===== src/core/cmd_dec_consts.vh =====
`ifndef CMD_DEC_CONSTS_VH
`define CMD_DEC_CONSTS_VH
// Command encodings.
`define CMD_STATUS_POLL 16'h0000
`define CMD_SOFT_RESET 16'h0011
`define CMD_LOW_POWER_ENTRY 16'h0022
`define CMD_LOW_POWER_EXIT 16'h0033
`define CMD_FREEZE 16'h0555
`define CMD_RELEASE 16'h0655
// Prefixes in the top three bits of a register access command.
`define PFX_READ 3'h1
`define PFX_WRITE 3'h2
`define PFX_MULTI_WRITE 3'h3
// Field positions inside the command word.
`define FLD_PFX 15:13
`define FLD_ADDR 12:8
`define FLD_BYTE 7:0
// Ready word upper byte.
`define READY_HI 8'hFF
// Number of registers that exist and the address of the primary fault status register.
`define REG_COUNT 6'h20
`define STAT_ADDR 5'h02
`endif


===== src/core/cmd_reg_mem.v =====
`timescale 1ns/10ps
// Small register array with a registered read port and one write port.
module cmd_reg_mem #(
	parameter AW = 5,
	parameter DW = 8
) (
	input wire sys_clk,
	input wire srst,
	input wire wr_en,
	input wire [AW-1:0] wr_addr,
	input wire [DW-1:0] wr_data,
	input wire [AW-1:0] rd_addr,
	output reg [DW-1:0] rd_data
);
	reg [DW-1:0] mem [0:(1<<AW)-1];
	integer i;

	// Reset returns every register to its default of zero.
	always @(posedge sys_clk) begin
		if (srst) begin
			for (i = 0; i < (1<<AW); i = i + 1) begin
				mem[i] <= {DW{1'b0}};
			end
			rd_data <= {DW{1'b0}};
		end else begin
			if (wr_en) begin
				mem[wr_addr] <= wr_data;
			end
			rd_data <= mem[rd_addr];
		end
	end
endmodule


===== src/core/cmd_sync.v =====
`timescale 1ns/10ps
// Two flop synchroniser for one level from outside the clock domain.
module cmd_sync #(
	parameter RST_VAL = 1'b0
) (
	input wire sys_clk,
	input wire srst,
	input wire din,
	output reg dout
);
	reg meta_r;

	// Only the second flop is read by other logic.
	always @(posedge sys_clk) begin
		if (srst) begin
			meta_r <= RST_VAL;
			dout <= RST_VAL;
		end else begin
			meta_r <= din;
			dout <= meta_r;
		end
	end
endmodule


===== src/core/spi_command_decoder.v =====
`timescale 1ns/10ps
`include "cmd_dec_consts.vh"
module spi_command_decoder #(
	parameter WORD_BITS = 24,
	parameter [7:0] DEVICE_CODE = 8'h5A, // Arbitrary value of our own.
	parameter [7:0] FAULT_DEFAULT = 8'h00
) (
	input wire sys_clk,
	input wire srst,
	input wire cs_n,
	input wire sclk,
	input wire din,
	output reg dout,
	output reg dout_oe,
	output reg standby,
	output reg locked,
	output reg unconfigured,
	output reg cmd_done
);
	// One-hot decoder states.
	localparam ST_IDLE = 4'h1;
	localparam ST_DECODE = 4'h2;
	localparam ST_READ = 4'h4;
	localparam ST_BUILD = 4'h8;

	wire cs_s;
	wire sclk_s;
	wire din_s;
	reg sclk_d_r;
	reg cs_d_r;
	reg [3:0] st_r;
	reg [15:0] cmd_r;
	reg [15:0] resp_r;
	reg [WORD_BITS-1:0] tx_r;
	reg [15:0] rx_r;
	reg [5:0] bit_cnt_r;
	reg [8:0] word_cnt_r;
	reg [15:0] wr_word_r;
	reg [4:0] waddr_r;
	reg [8:0] wleft_r;
	reg mw_active_r;
	reg mw_phase_r;
	reg reset_pend_r;
	reg [4:0] raddr_r;
	reg [8:0] rleft_r;
	reg read_multi_r;
	reg data_word_r;
	reg [1:0] rd_wait_r;
	reg mem_we;
	reg [4:0] mem_waddr;
	reg [7:0] mem_wdata;
	wire [7:0] mem_rdata;
	wire sclk_rise;
	wire sclk_fall;
	wire frame_end;
	wire mw_ok;

	cmd_sync #(.RST_VAL(1'b1)) u_cs (.sys_clk(sys_clk), .srst(srst), .din(cs_n), .dout(cs_s));
	cmd_sync #(.RST_VAL(1'b0)) u_ck (.sys_clk(sys_clk), .srst(srst), .din(sclk), .dout(sclk_s));
	cmd_sync #(.RST_VAL(1'b0)) u_di (.sys_clk(sys_clk), .srst(srst), .din(din), .dout(din_s));

	cmd_reg_mem #(.AW(5), .DW(8)) u_mem (
		.sys_clk(sys_clk),
		.srst(srst | reset_pend_r),
		.wr_en(mem_we),
		.wr_addr(mem_waddr),
		.wr_data(mem_wdata),
		.rd_addr(raddr_r),
		.rd_data(mem_rdata)
	);

	assign sclk_rise = sclk_s & ~sclk_d_r & ~cs_s;
	assign sclk_fall = ~sclk_s & sclk_d_r & ~cs_s;
	assign frame_end = cs_s & ~cs_d_r;
	// Multi write data only land while the interface is open.
	assign mw_ok = (cmd_r[`FLD_PFX] == `PFX_MULTI_WRITE) && !locked && !unconfigured;

	// Recognised register access prefix test, fields at fixed positions.
	function is_access;
		input [15:0] c;
		begin
			is_access = (c[`FLD_PFX] == `PFX_READ) || (c[`FLD_PFX] == `PFX_WRITE) ||
				(c[`FLD_PFX] == `PFX_MULTI_WRITE);
		end
	endfunction

	// True when register index idx of a multi write is inside the count and the map.
	// Indices past the top of the map are dropped rather than wrapped onto address zero.
	function mw_hit;
		input [15:0] c;
		input [8:0] idx;
		begin
			mw_hit = (idx <= {1'b0, c[`FLD_BYTE]}) &&
				(({4'h0, c[`FLD_ADDR]} + idx) < {3'h0, `REG_COUNT});
		end
	endfunction

	// Serial data samples on the falling edge; words of WORD_BITS are counted.
	always @(posedge sys_clk) begin
		if (srst) begin
			sclk_d_r <= 1'b0;
			cs_d_r <= 1'b1;
			rx_r <= 16'h0000;
			bit_cnt_r <= 6'h00;
			word_cnt_r <= 9'h000;
			cmd_r <= `CMD_STATUS_POLL;
			wr_word_r <= 16'h0000;
			data_word_r <= 1'b0;
		end else begin
			data_word_r <= 1'b0;
			sclk_d_r <= sclk_s;
			cs_d_r <= cs_s;
			if (cs_s) begin
				bit_cnt_r <= 6'h00;
				word_cnt_r <= 9'h000;
			end else if (sclk_fall) begin
				if (bit_cnt_r < 6'h10) begin
					rx_r <= {rx_r[14:0], din_s};
				end
				if (bit_cnt_r == 6'h0F && word_cnt_r != 9'h000) begin
					data_word_r <= 1'b1;
				end
				if (bit_cnt_r == WORD_BITS - 1) begin
					bit_cnt_r <= 6'h00;
					word_cnt_r <= word_cnt_r + 9'h001;
				end else begin
					bit_cnt_r <= bit_cnt_r + 6'h01;
				end
			end
			if (~cs_s && bit_cnt_r == 6'd16 && word_cnt_r == 9'h000) begin
				cmd_r <= rx_r;
			end
			if (~cs_s && bit_cnt_r == 6'd16 && word_cnt_r != 9'h000) begin
				wr_word_r <= rx_r;
			end
		end
	end

	// Decoder and response builder.
	always @(posedge sys_clk) begin
		if (srst) begin
			st_r <= ST_IDLE;
			resp_r <= {`READY_HI, DEVICE_CODE};
			standby <= 1'b0;
			locked <= 1'b0;
			unconfigured <= 1'b1;
			cmd_done <= 1'b0;
			reset_pend_r <= 1'b0;
			raddr_r <= 5'h00;
			rleft_r <= 9'h000;
			read_multi_r <= 1'b0;
			rd_wait_r <= 2'h0;
			mw_active_r <= 1'b0;
			mw_phase_r <= 1'b0;
			waddr_r <= 5'h00;
			wleft_r <= 9'h000;
		end else begin
			cmd_done <= 1'b0;
			reset_pend_r <= 1'b0;
			// two writes per word
			// Writes land as each data word arrives, so a cut frame keeps its early registers.
			mw_phase_r <= data_word_r;
			mw_active_r <= mw_phase_r;
			if (data_word_r) begin
				wleft_r <= {word_cnt_r[7:0] - 8'h01, 1'b0};
				waddr_r <= cmd_r[`FLD_ADDR] + {word_cnt_r[3:0] - 4'h1, 1'b0};
			end
			case (st_r)
				ST_IDLE: begin
					if (frame_end) begin
						st_r <= ST_DECODE;
					end
				end
				ST_DECODE: begin
					st_r <= ST_IDLE;
					cmd_done <= 1'b1;
					raddr_r <= cmd_r[`FLD_ADDR];
					if (cmd_r == `CMD_SOFT_RESET && !locked && !unconfigured) begin
						reset_pend_r <= 1'b1;
						standby <= 1'b0;
						unconfigured <= 1'b1;
						resp_r <= {`READY_HI, DEVICE_CODE};
					end else if (cmd_r == `CMD_RELEASE) begin
						locked <= 1'b0;
						unconfigured <= 1'b0;
						resp_r <= cmd_r;
					end else if (unconfigured) begin
						resp_r <= {`READY_HI, DEVICE_CODE};
					end else if (cmd_r == `CMD_STATUS_POLL) begin
						raddr_r <= `STAT_ADDR;
						read_multi_r <= 1'b0;
						rd_wait_r <= 2'h2;
						st_r <= ST_READ;
					end else if (locked && cmd_r[`FLD_PFX] != `PFX_READ) begin
						resp_r <= resp_r;
					end else if (cmd_r == `CMD_LOW_POWER_ENTRY) begin
						standby <= 1'b1;
						resp_r <= cmd_r;
					end else if (cmd_r == `CMD_LOW_POWER_EXIT) begin
						standby <= 1'b0;
						resp_r <= cmd_r;
					end else if (cmd_r == `CMD_FREEZE) begin
						locked <= 1'b1;
						resp_r <= cmd_r;
					end else if (is_access(cmd_r)) begin
						if (cmd_r[`FLD_PFX] == `PFX_READ) begin
							read_multi_r <= (cmd_r[`FLD_BYTE] != 8'h00);
							rleft_r <= {1'b0, cmd_r[`FLD_BYTE]};
							rd_wait_r <= 2'h2;
							st_r <= ST_READ;
						end else if (cmd_r[`FLD_PFX] == `PFX_WRITE) begin
							rd_wait_r <= 2'h2;
							read_multi_r <= 1'b0;
							st_r <= ST_READ;
						end else begin
							resp_r <= {`PFX_WRITE, cmd_r[12:0]};
						end
					end
				end
				ST_READ: begin
					// Memory read data lag the address by one clock.
					if (rd_wait_r != 2'h0) begin
						rd_wait_r <= rd_wait_r - 2'h1;
					end else begin
						st_r <= ST_IDLE;
						if (read_multi_r) begin
							resp_r <= {`PFX_MULTI_WRITE, cmd_r[12:0]};
						end else begin
							resp_r <= {`PFX_READ, raddr_r, mem_rdata};
						end
					end
				end
				default: begin
					st_r <= ST_IDLE;
				end
			endcase
		end
	end

	// Register writes: single write at decode, multi write per received data word.
	always @* begin
		mem_we = 1'b0;
		mem_waddr = cmd_r[`FLD_ADDR];
		mem_wdata = cmd_r[`FLD_BYTE];
		if (st_r == ST_DECODE && !locked && !unconfigured &&
			cmd_r[`FLD_PFX] == `PFX_WRITE) begin
			mem_we = 1'b1;
		end else if (mw_phase_r && mw_ok && mw_hit(cmd_r, wleft_r)) begin
			// Upper byte of a data word goes to the lower-addressed register of the pair.
			mem_we = 1'b1;
			mem_waddr = waddr_r;
			mem_wdata = wr_word_r[15:8];
		end else if (mw_active_r && mw_ok && mw_hit(cmd_r, wleft_r + 9'h001)) begin
			mem_we = 1'b1;
			mem_waddr = waddr_r + 5'h01;
			mem_wdata = wr_word_r[7:0];
		end
	end

	always @(posedge sys_clk) begin
		if (srst) begin
			tx_r <= {WORD_BITS{1'b0}};
			dout <= 1'b0;
			dout_oe <= 1'b0;
		end else begin
			dout_oe <= ~cs_s;
			if (cs_s) begin
				tx_r <= {resp_r, {(WORD_BITS-16){1'b0}}};
			end else if (sclk_rise) begin
				dout <= tx_r[WORD_BITS-1];
				tx_r <= {tx_r[WORD_BITS-2:0], 1'b0};
			end
		end
	end
endmodule


===== config.mk =====
export PLATFORM = sky130hd
export DESIGN_NAME = spi_command_decoder
export DESIGN_NICKNAME = d
export VERILOG_FILES = /design/src/core/cmd_reg_mem.v /design/src/core/cmd_sync.v /design/src/core/spi_command_decoder.v
export VERILOG_INCLUDE_DIRS = /design/src /design/src/core
export SDC_FILE = /design/constraint.sdc
export NUM_CORES = 1
export LEC_CHECK = 0
export BUFFER_PORTS_ARGS = -buffer_cell sky130_fd_sc_hd__buf_2
export CAP_MARGIN = 10
export CORE_ASPECT_RATIO = 1.2
export CORE_MARGIN = 4
export CORE_UTILIZATION = 35
export CTS_CLUSTER_DIAMETER = 200
export DETAILED_ROUTE_END_ITERATION = 12
export PLACE_DENSITY_LB_ADDON = 0.3
export SETUP_SLACK_MARGIN = 0.5
export SYNTH_ARGS = -nofsm -noshare
export SYNTH_HDL_FRONTEND = slang
export SYNTH_SLANG_ARGS = --single-unit

===== constraint.sdc =====
create_clock -name sys_clk -period 4.75 [get_ports sys_clk]
set_clock_uncertainty 0.15 [all_clocks]
set_input_delay 0.7125 -clock sys_clk [delete_from_list [all_inputs] [get_ports sys_clk]]
set_output_delay 0.7125 -clock sys_clk [all_outputs]
set_load 0.01 [all_outputs]

Word-level counts from Yosys, hierarchy flattened --
Memory sizes are Yosys's and may differ from the RTL's. A register that Yosys moved wholly into a read port is not among the register bits. Index checks and enable logic that the tools add are counted.
Word-level totals: register bits 138, RAM bits 256, input bits 5, output and inout port bits 6, word-level logic and storage cells 247, memories 1
Cells by class: add/sub/neg operators 10, $lt $le $gt $ge 5, equal/unequal tests 45, mux-type cells 92, bitwise gates (word level) 15, reduce and logical (&&, ||, !) cells 48
Memory list:
- u_mem.mem | depth 32, bits a word 8, read ports 1, clocked after Yosys merged registers in 1, write ports 32, RTL line cmd_reg_mem.v:15 | reg [DW-1:0] mem [0:(1<<AW)-1];
Operators with widths (number):
- 16-bit 2-to-1 mux | 12
- 24-bit 2-to-1 mux | 2
- 5-bit 2-to-1 mux | 8
- 1-bit 2-to-1 mux | 36
- 2-bit inequality test, second input constant | 17
- 3-bit 2-to-1 mux | 11
- 16-bit by 11-bit equality test with 1-bit output, second input constant | 2
- 16-bit by 6-bit equality test with 1-bit output, second input constant | 2
- 8-bit 2-to-1 mux | 4
- 16-bit one-hot mux with 2 select lines | 1
- 2-bit 2-to-1 mux | 12
- 8-bit inequality test, second input constant | 3
- 5-bit by 9-bit adder with 9-bit output | 2
- 9-bit by 1-bit adder with 9-bit output, second input constant | 2
- 9-bit by 8-bit less-or-equal comparator with 1-bit output | 2
- 1-bit logical AND | 18
- 9-bit by 6-bit less-than comparator with 1-bit output, second input constant | 2
- 16-bit by 5-bit equality test with 1-bit output, second input constant | 1
- 16-bit logical NOT | 1
- 15-bit 2-to-1 mux | 1
- 3-bit inequality test, second input constant | 5
- 6-bit by 5-bit equality test with 1-bit output, second input constant | 2
- 4-bit one-hot mux with 3 select lines | 1
- 2-bit nonzero test | 6
- 39 further kinds | 62

Logic depth before layout (Yosys ltp) --
depth in word-level cells 13, gate-level depth with buffers 14, gate-level depth less buffers 10

Modules after synthesis --
A second synthesis with hierarchy kept.
Second synthesis, totals: cell total of the unflattened synthesis 1540, area, all modules 18634.1 um^2
Modules (own cells, without submodules):
- cmd_reg_mem | times used 1, cells each 788, area each 12258.0 um^2, sequential area each 7847.5 um^2
- spi_command_decoder | times used 1, cells each 740, area each 6218.5 um^2, sequential area each 2622.5 um^2
- cmd_sync | times used 3, cells each 4, area each 52.6 um^2, sequential area each 40.0 um^2

Least setup slack after synthesis --
Ideal clock, no wire load.
kind reg2reg, start register cmd_r[4], end memory u_mem.mem[6][0], enable pin, setup time 0.384 ns, arrival time 3.544 ns, data required time 4.216 ns, slack 0.672 ns, stages on the path, launching flop included 14, path buffers 3, period minus slack after synthesis 4.078 ns, cells stage by stage dfxtp_1 > clkbuf_1 > inv_1 > ha_1 > and4b_1 > a211oi_1 > o221ai_1 > a21oi_1 > buf_4 > nand3_1 > a31oi_4 > nand3_4 > buf_2 > o21ai_0
RTL lines:
- from (decl) | RTL line spi_command_decoder.v:32 | reg [15:0] cmd_r;
- from (signal assigned) | RTL line spi_command_decoder.v:106 | cmd_r <= `CMD_STATUS_POLL;
- from (signal assigned) | RTL line spi_command_decoder.v:131 | cmd_r <= rx_r;
- to (decl) | RTL line cmd_reg_mem.v:15

==> reports/results.ini <==
[run_status]
outcome = finished, final reports clean

[floorplanning]
coreArea_um2 = 51700
start_util_pct = 35.5
num_rows = 91
pin_count = 11
die-width_um = 217
die_y_um = 259
dieArea_um2 = 56200

[clocking]
cts_max_level = 2
ctsRootBufferMaster = clkbuf_16
cts_tree = done
cts_inserted_buffers = 43
hold_buffers = 0
cts_buffer_depth = 3
cts_sinks = 401
clock_latency_ps = 580
clk_pin_slew_ps = 60

[place]
post-place-cells = 2165
gp_congestion = 0.872
portBuffers = 10
dp_hpwl_um = 31200
place_area_um2 = 19300
dp_worst_setup_slack_ps = 485

[global_route]
grt_pass1_vias = 11800
grt_usage_pct = 16.5
grt_pass1_wl_um = 72000
grt_max_degree = 95
grt_overflow = 0
antenna_found_initial = 0

[final_layout]
n_antenna_cell = 0
final_area_um2 = 20800
syn_to_final_growth_pct = 13.3
num-nets-final = 1545
fillCellCount = 4881
layout-drive-gt1-share_pct = 19.5
fin_cells = 2248

[sta]
hold_viol_final = 0
max_freq_mhz = 250
slew_violations = 0
period_share_pct = 84.3
rsz0062_at_grt = no
final.setup.worst_slack_ps = 744
finalSetupTns_ps = 0
setup_viol = 0
relSlewSlack_pct = 28.7
tightest_slew_ps = 1070
final_period_minus_worst_setup_slack_ps = 4010

[drt]
antenna_left = 0
vias = 12000
drtIter0Drc = 1141
drc_errors = 0
viasPerCell = 5.36
routedWlPerCell_um = 20.8
routed_wirelength_um = 46700
dr.pass1.iters = 5

[logic_synthesis]
syn_area_per_cell_um2 = 12.1
ys_ff_latch = 401
synth_edf_count = 256
ys_seq_area_share_pct = 57.6
syn_nets = 1545
syn_inst = 1517
async_flop_share_pct = 0
yosysUniqueCellTypes = 72
synth_ff_type = edfxtp_1
ys_warn_count = 0
synth_area_um2 = 18400

[worst_setup_path]
worst_setup_path_end_kind = flip-flop
start_kind = flip-flop
cp_data_arrival_time_ps = 4130
worstPathRequired_ps = 4870
cp_max_fo = 35
crit_type = flip-flop to flip-flop

[min_path]
hold_class = input pin to flip-flop

[job]
maxCapViolCount = 0

[power_and_ir_drop]
p_leak_nw = 6.81
powerDensity_nw_per_um2 = 351
ir_drop_mv = 0.236

-- placed cells by master, fill, tap and decap left out, types with 9 or more instances in the layout --
master / instances
clkbuf_16: 44
buf_4: 75
a21oi_1: 67
o21ai_0: 34
o22ai_1: 9
buf_2: 9
a21oi_4: 9
dfxtp_1: 142
mux2i_1: 66
mux4_2: 80
nor2b_1: 18
a211oi_1: 11
nor2_1: 189
nor3_1: 194
xor2_1: 13
edfxtp_1: 256
nor3_2: 14
inv_1: 22
nand2_1: 89
ha_1: 22
o21ai_1: 9
-- cell type report --
class | instances | area (um2) | share of cell area (%)
Clock buffer | 58 | 1230 | 5.93
Clock inverter | 21 | 166 | 0.799
Inverter | 22 | 82.6 | 0.397
Multi-Input combinational cell | 964 | 7230 | 34.8
Sequential cell | 401 | 10600 | 50.9
Tap cell | 697 | 872 | 4.19
Timing Repair Buffer | 85 | 628 | 3.02
-- routing by layer --
metal,GRT usage (%),wire length (um)
met2,27.5,23000
met5,0,0
met4,6.40,1570
met1,21.4,19700
met3,2.92,2430
-- through the flow --
stage / utilization (%) / total power [W] / hold WS, ps
global placement: 37.4 / 0.00405 / 252
detailed placement: 37.4 / 0.00405 / 259
CTS: 40.1 / 0.00738 / 167
global route: 40.3 / 0.00754 / 198
floorplan: - / 0.00398 / 239
finish: 40.3 / 0.00730 / 195
-- cells by family after synthesis --
group	synth area share (%)
adder cells (fa/ha/maj)	1.61
AO/OA/AOI/OAI	6.29
AND/OR/NAND/NOR	16.1
XOR/XNOR	1.00
multiplexers	13.5
flip-flops	57.6
buffers and inverters	3.81
-- state kept, by name, indices dropped and copies added (netlist names), 2 cells and up --
| name | count |
|---|---|
| st_r | 3 |
| tx_r | 16 |
| wleft_r | 8 |
| raddr_r | 5 |
| rd_wait_r | 2 |
| bit_cnt_r | 6 |
| wr_word_r | 16 |
| cmd_r | 16 |
| resp_r | 16 |
| rx_r | 16 |
| u_mem.rd_data | 8 |
| waddr_r | 5 |
| word_cnt_r | 9 |
| u_mem.mem | 256 |
-- critical path, stage by stage, from the launching register on --
cell	delay [ps]
dfxtp_1	460
inv_1	80
ha_1	320
and4b_1	190
a211oi_1	220
o221ai_1	240
a21o_1	350
or3_4	430
a31oi_4	270
buf_4	180
nand3b_4	80
buf_4	280
o21ai_0	220
buf_4	210
-- worst paths after layout --
path	from	end	slack [ps]	cells after the start
worst min-delay path	cs_n	u_cs.meta_r	200	2
worst max register to register	cmd_r[2]	u_mem.mem[13][3]	740	13
worst max-delay path	cmd_r[2]	u_mem.mem[13][3]	740	13
worst min register to register	u_cs.meta_r	u_cs.dout	280	1
-- synthesized netlist by cell type (28+ instances only) --
library cell    n  share of area (%)
buf_2          28               0.76
nor3_1        194                5.3
mux2i_1        66                3.6
a21oi_1        77                2.1
nor2_1        192                3.9
edfxtp_1      256                 42
mux4_2         80                9.8
clkbuf_1       72                1.5
dfxtp_1       145                 16
nand2_1        90                1.8
o21ai_0        36               0.98
-- repair_timing --
| item | CTS | global route |
|---|---|---|
| endpoints found under the setup margin | 16 | 302 |
| resized for setup | 0 | 13 |
| pin swaps | 0 | 1 |
| buffers inserted | 0 | 4 |
-- report_power, final --
part           switching [W]  internal (W)  total [W]
clock                0.00139       0.00193    0.00332
sequential         0.0000315       0.00378    0.00381
combinational       0.000104     0.0000635   0.000167
total                0.00152       0.00578    0.00730
Power figures use the tool's default switching activity.
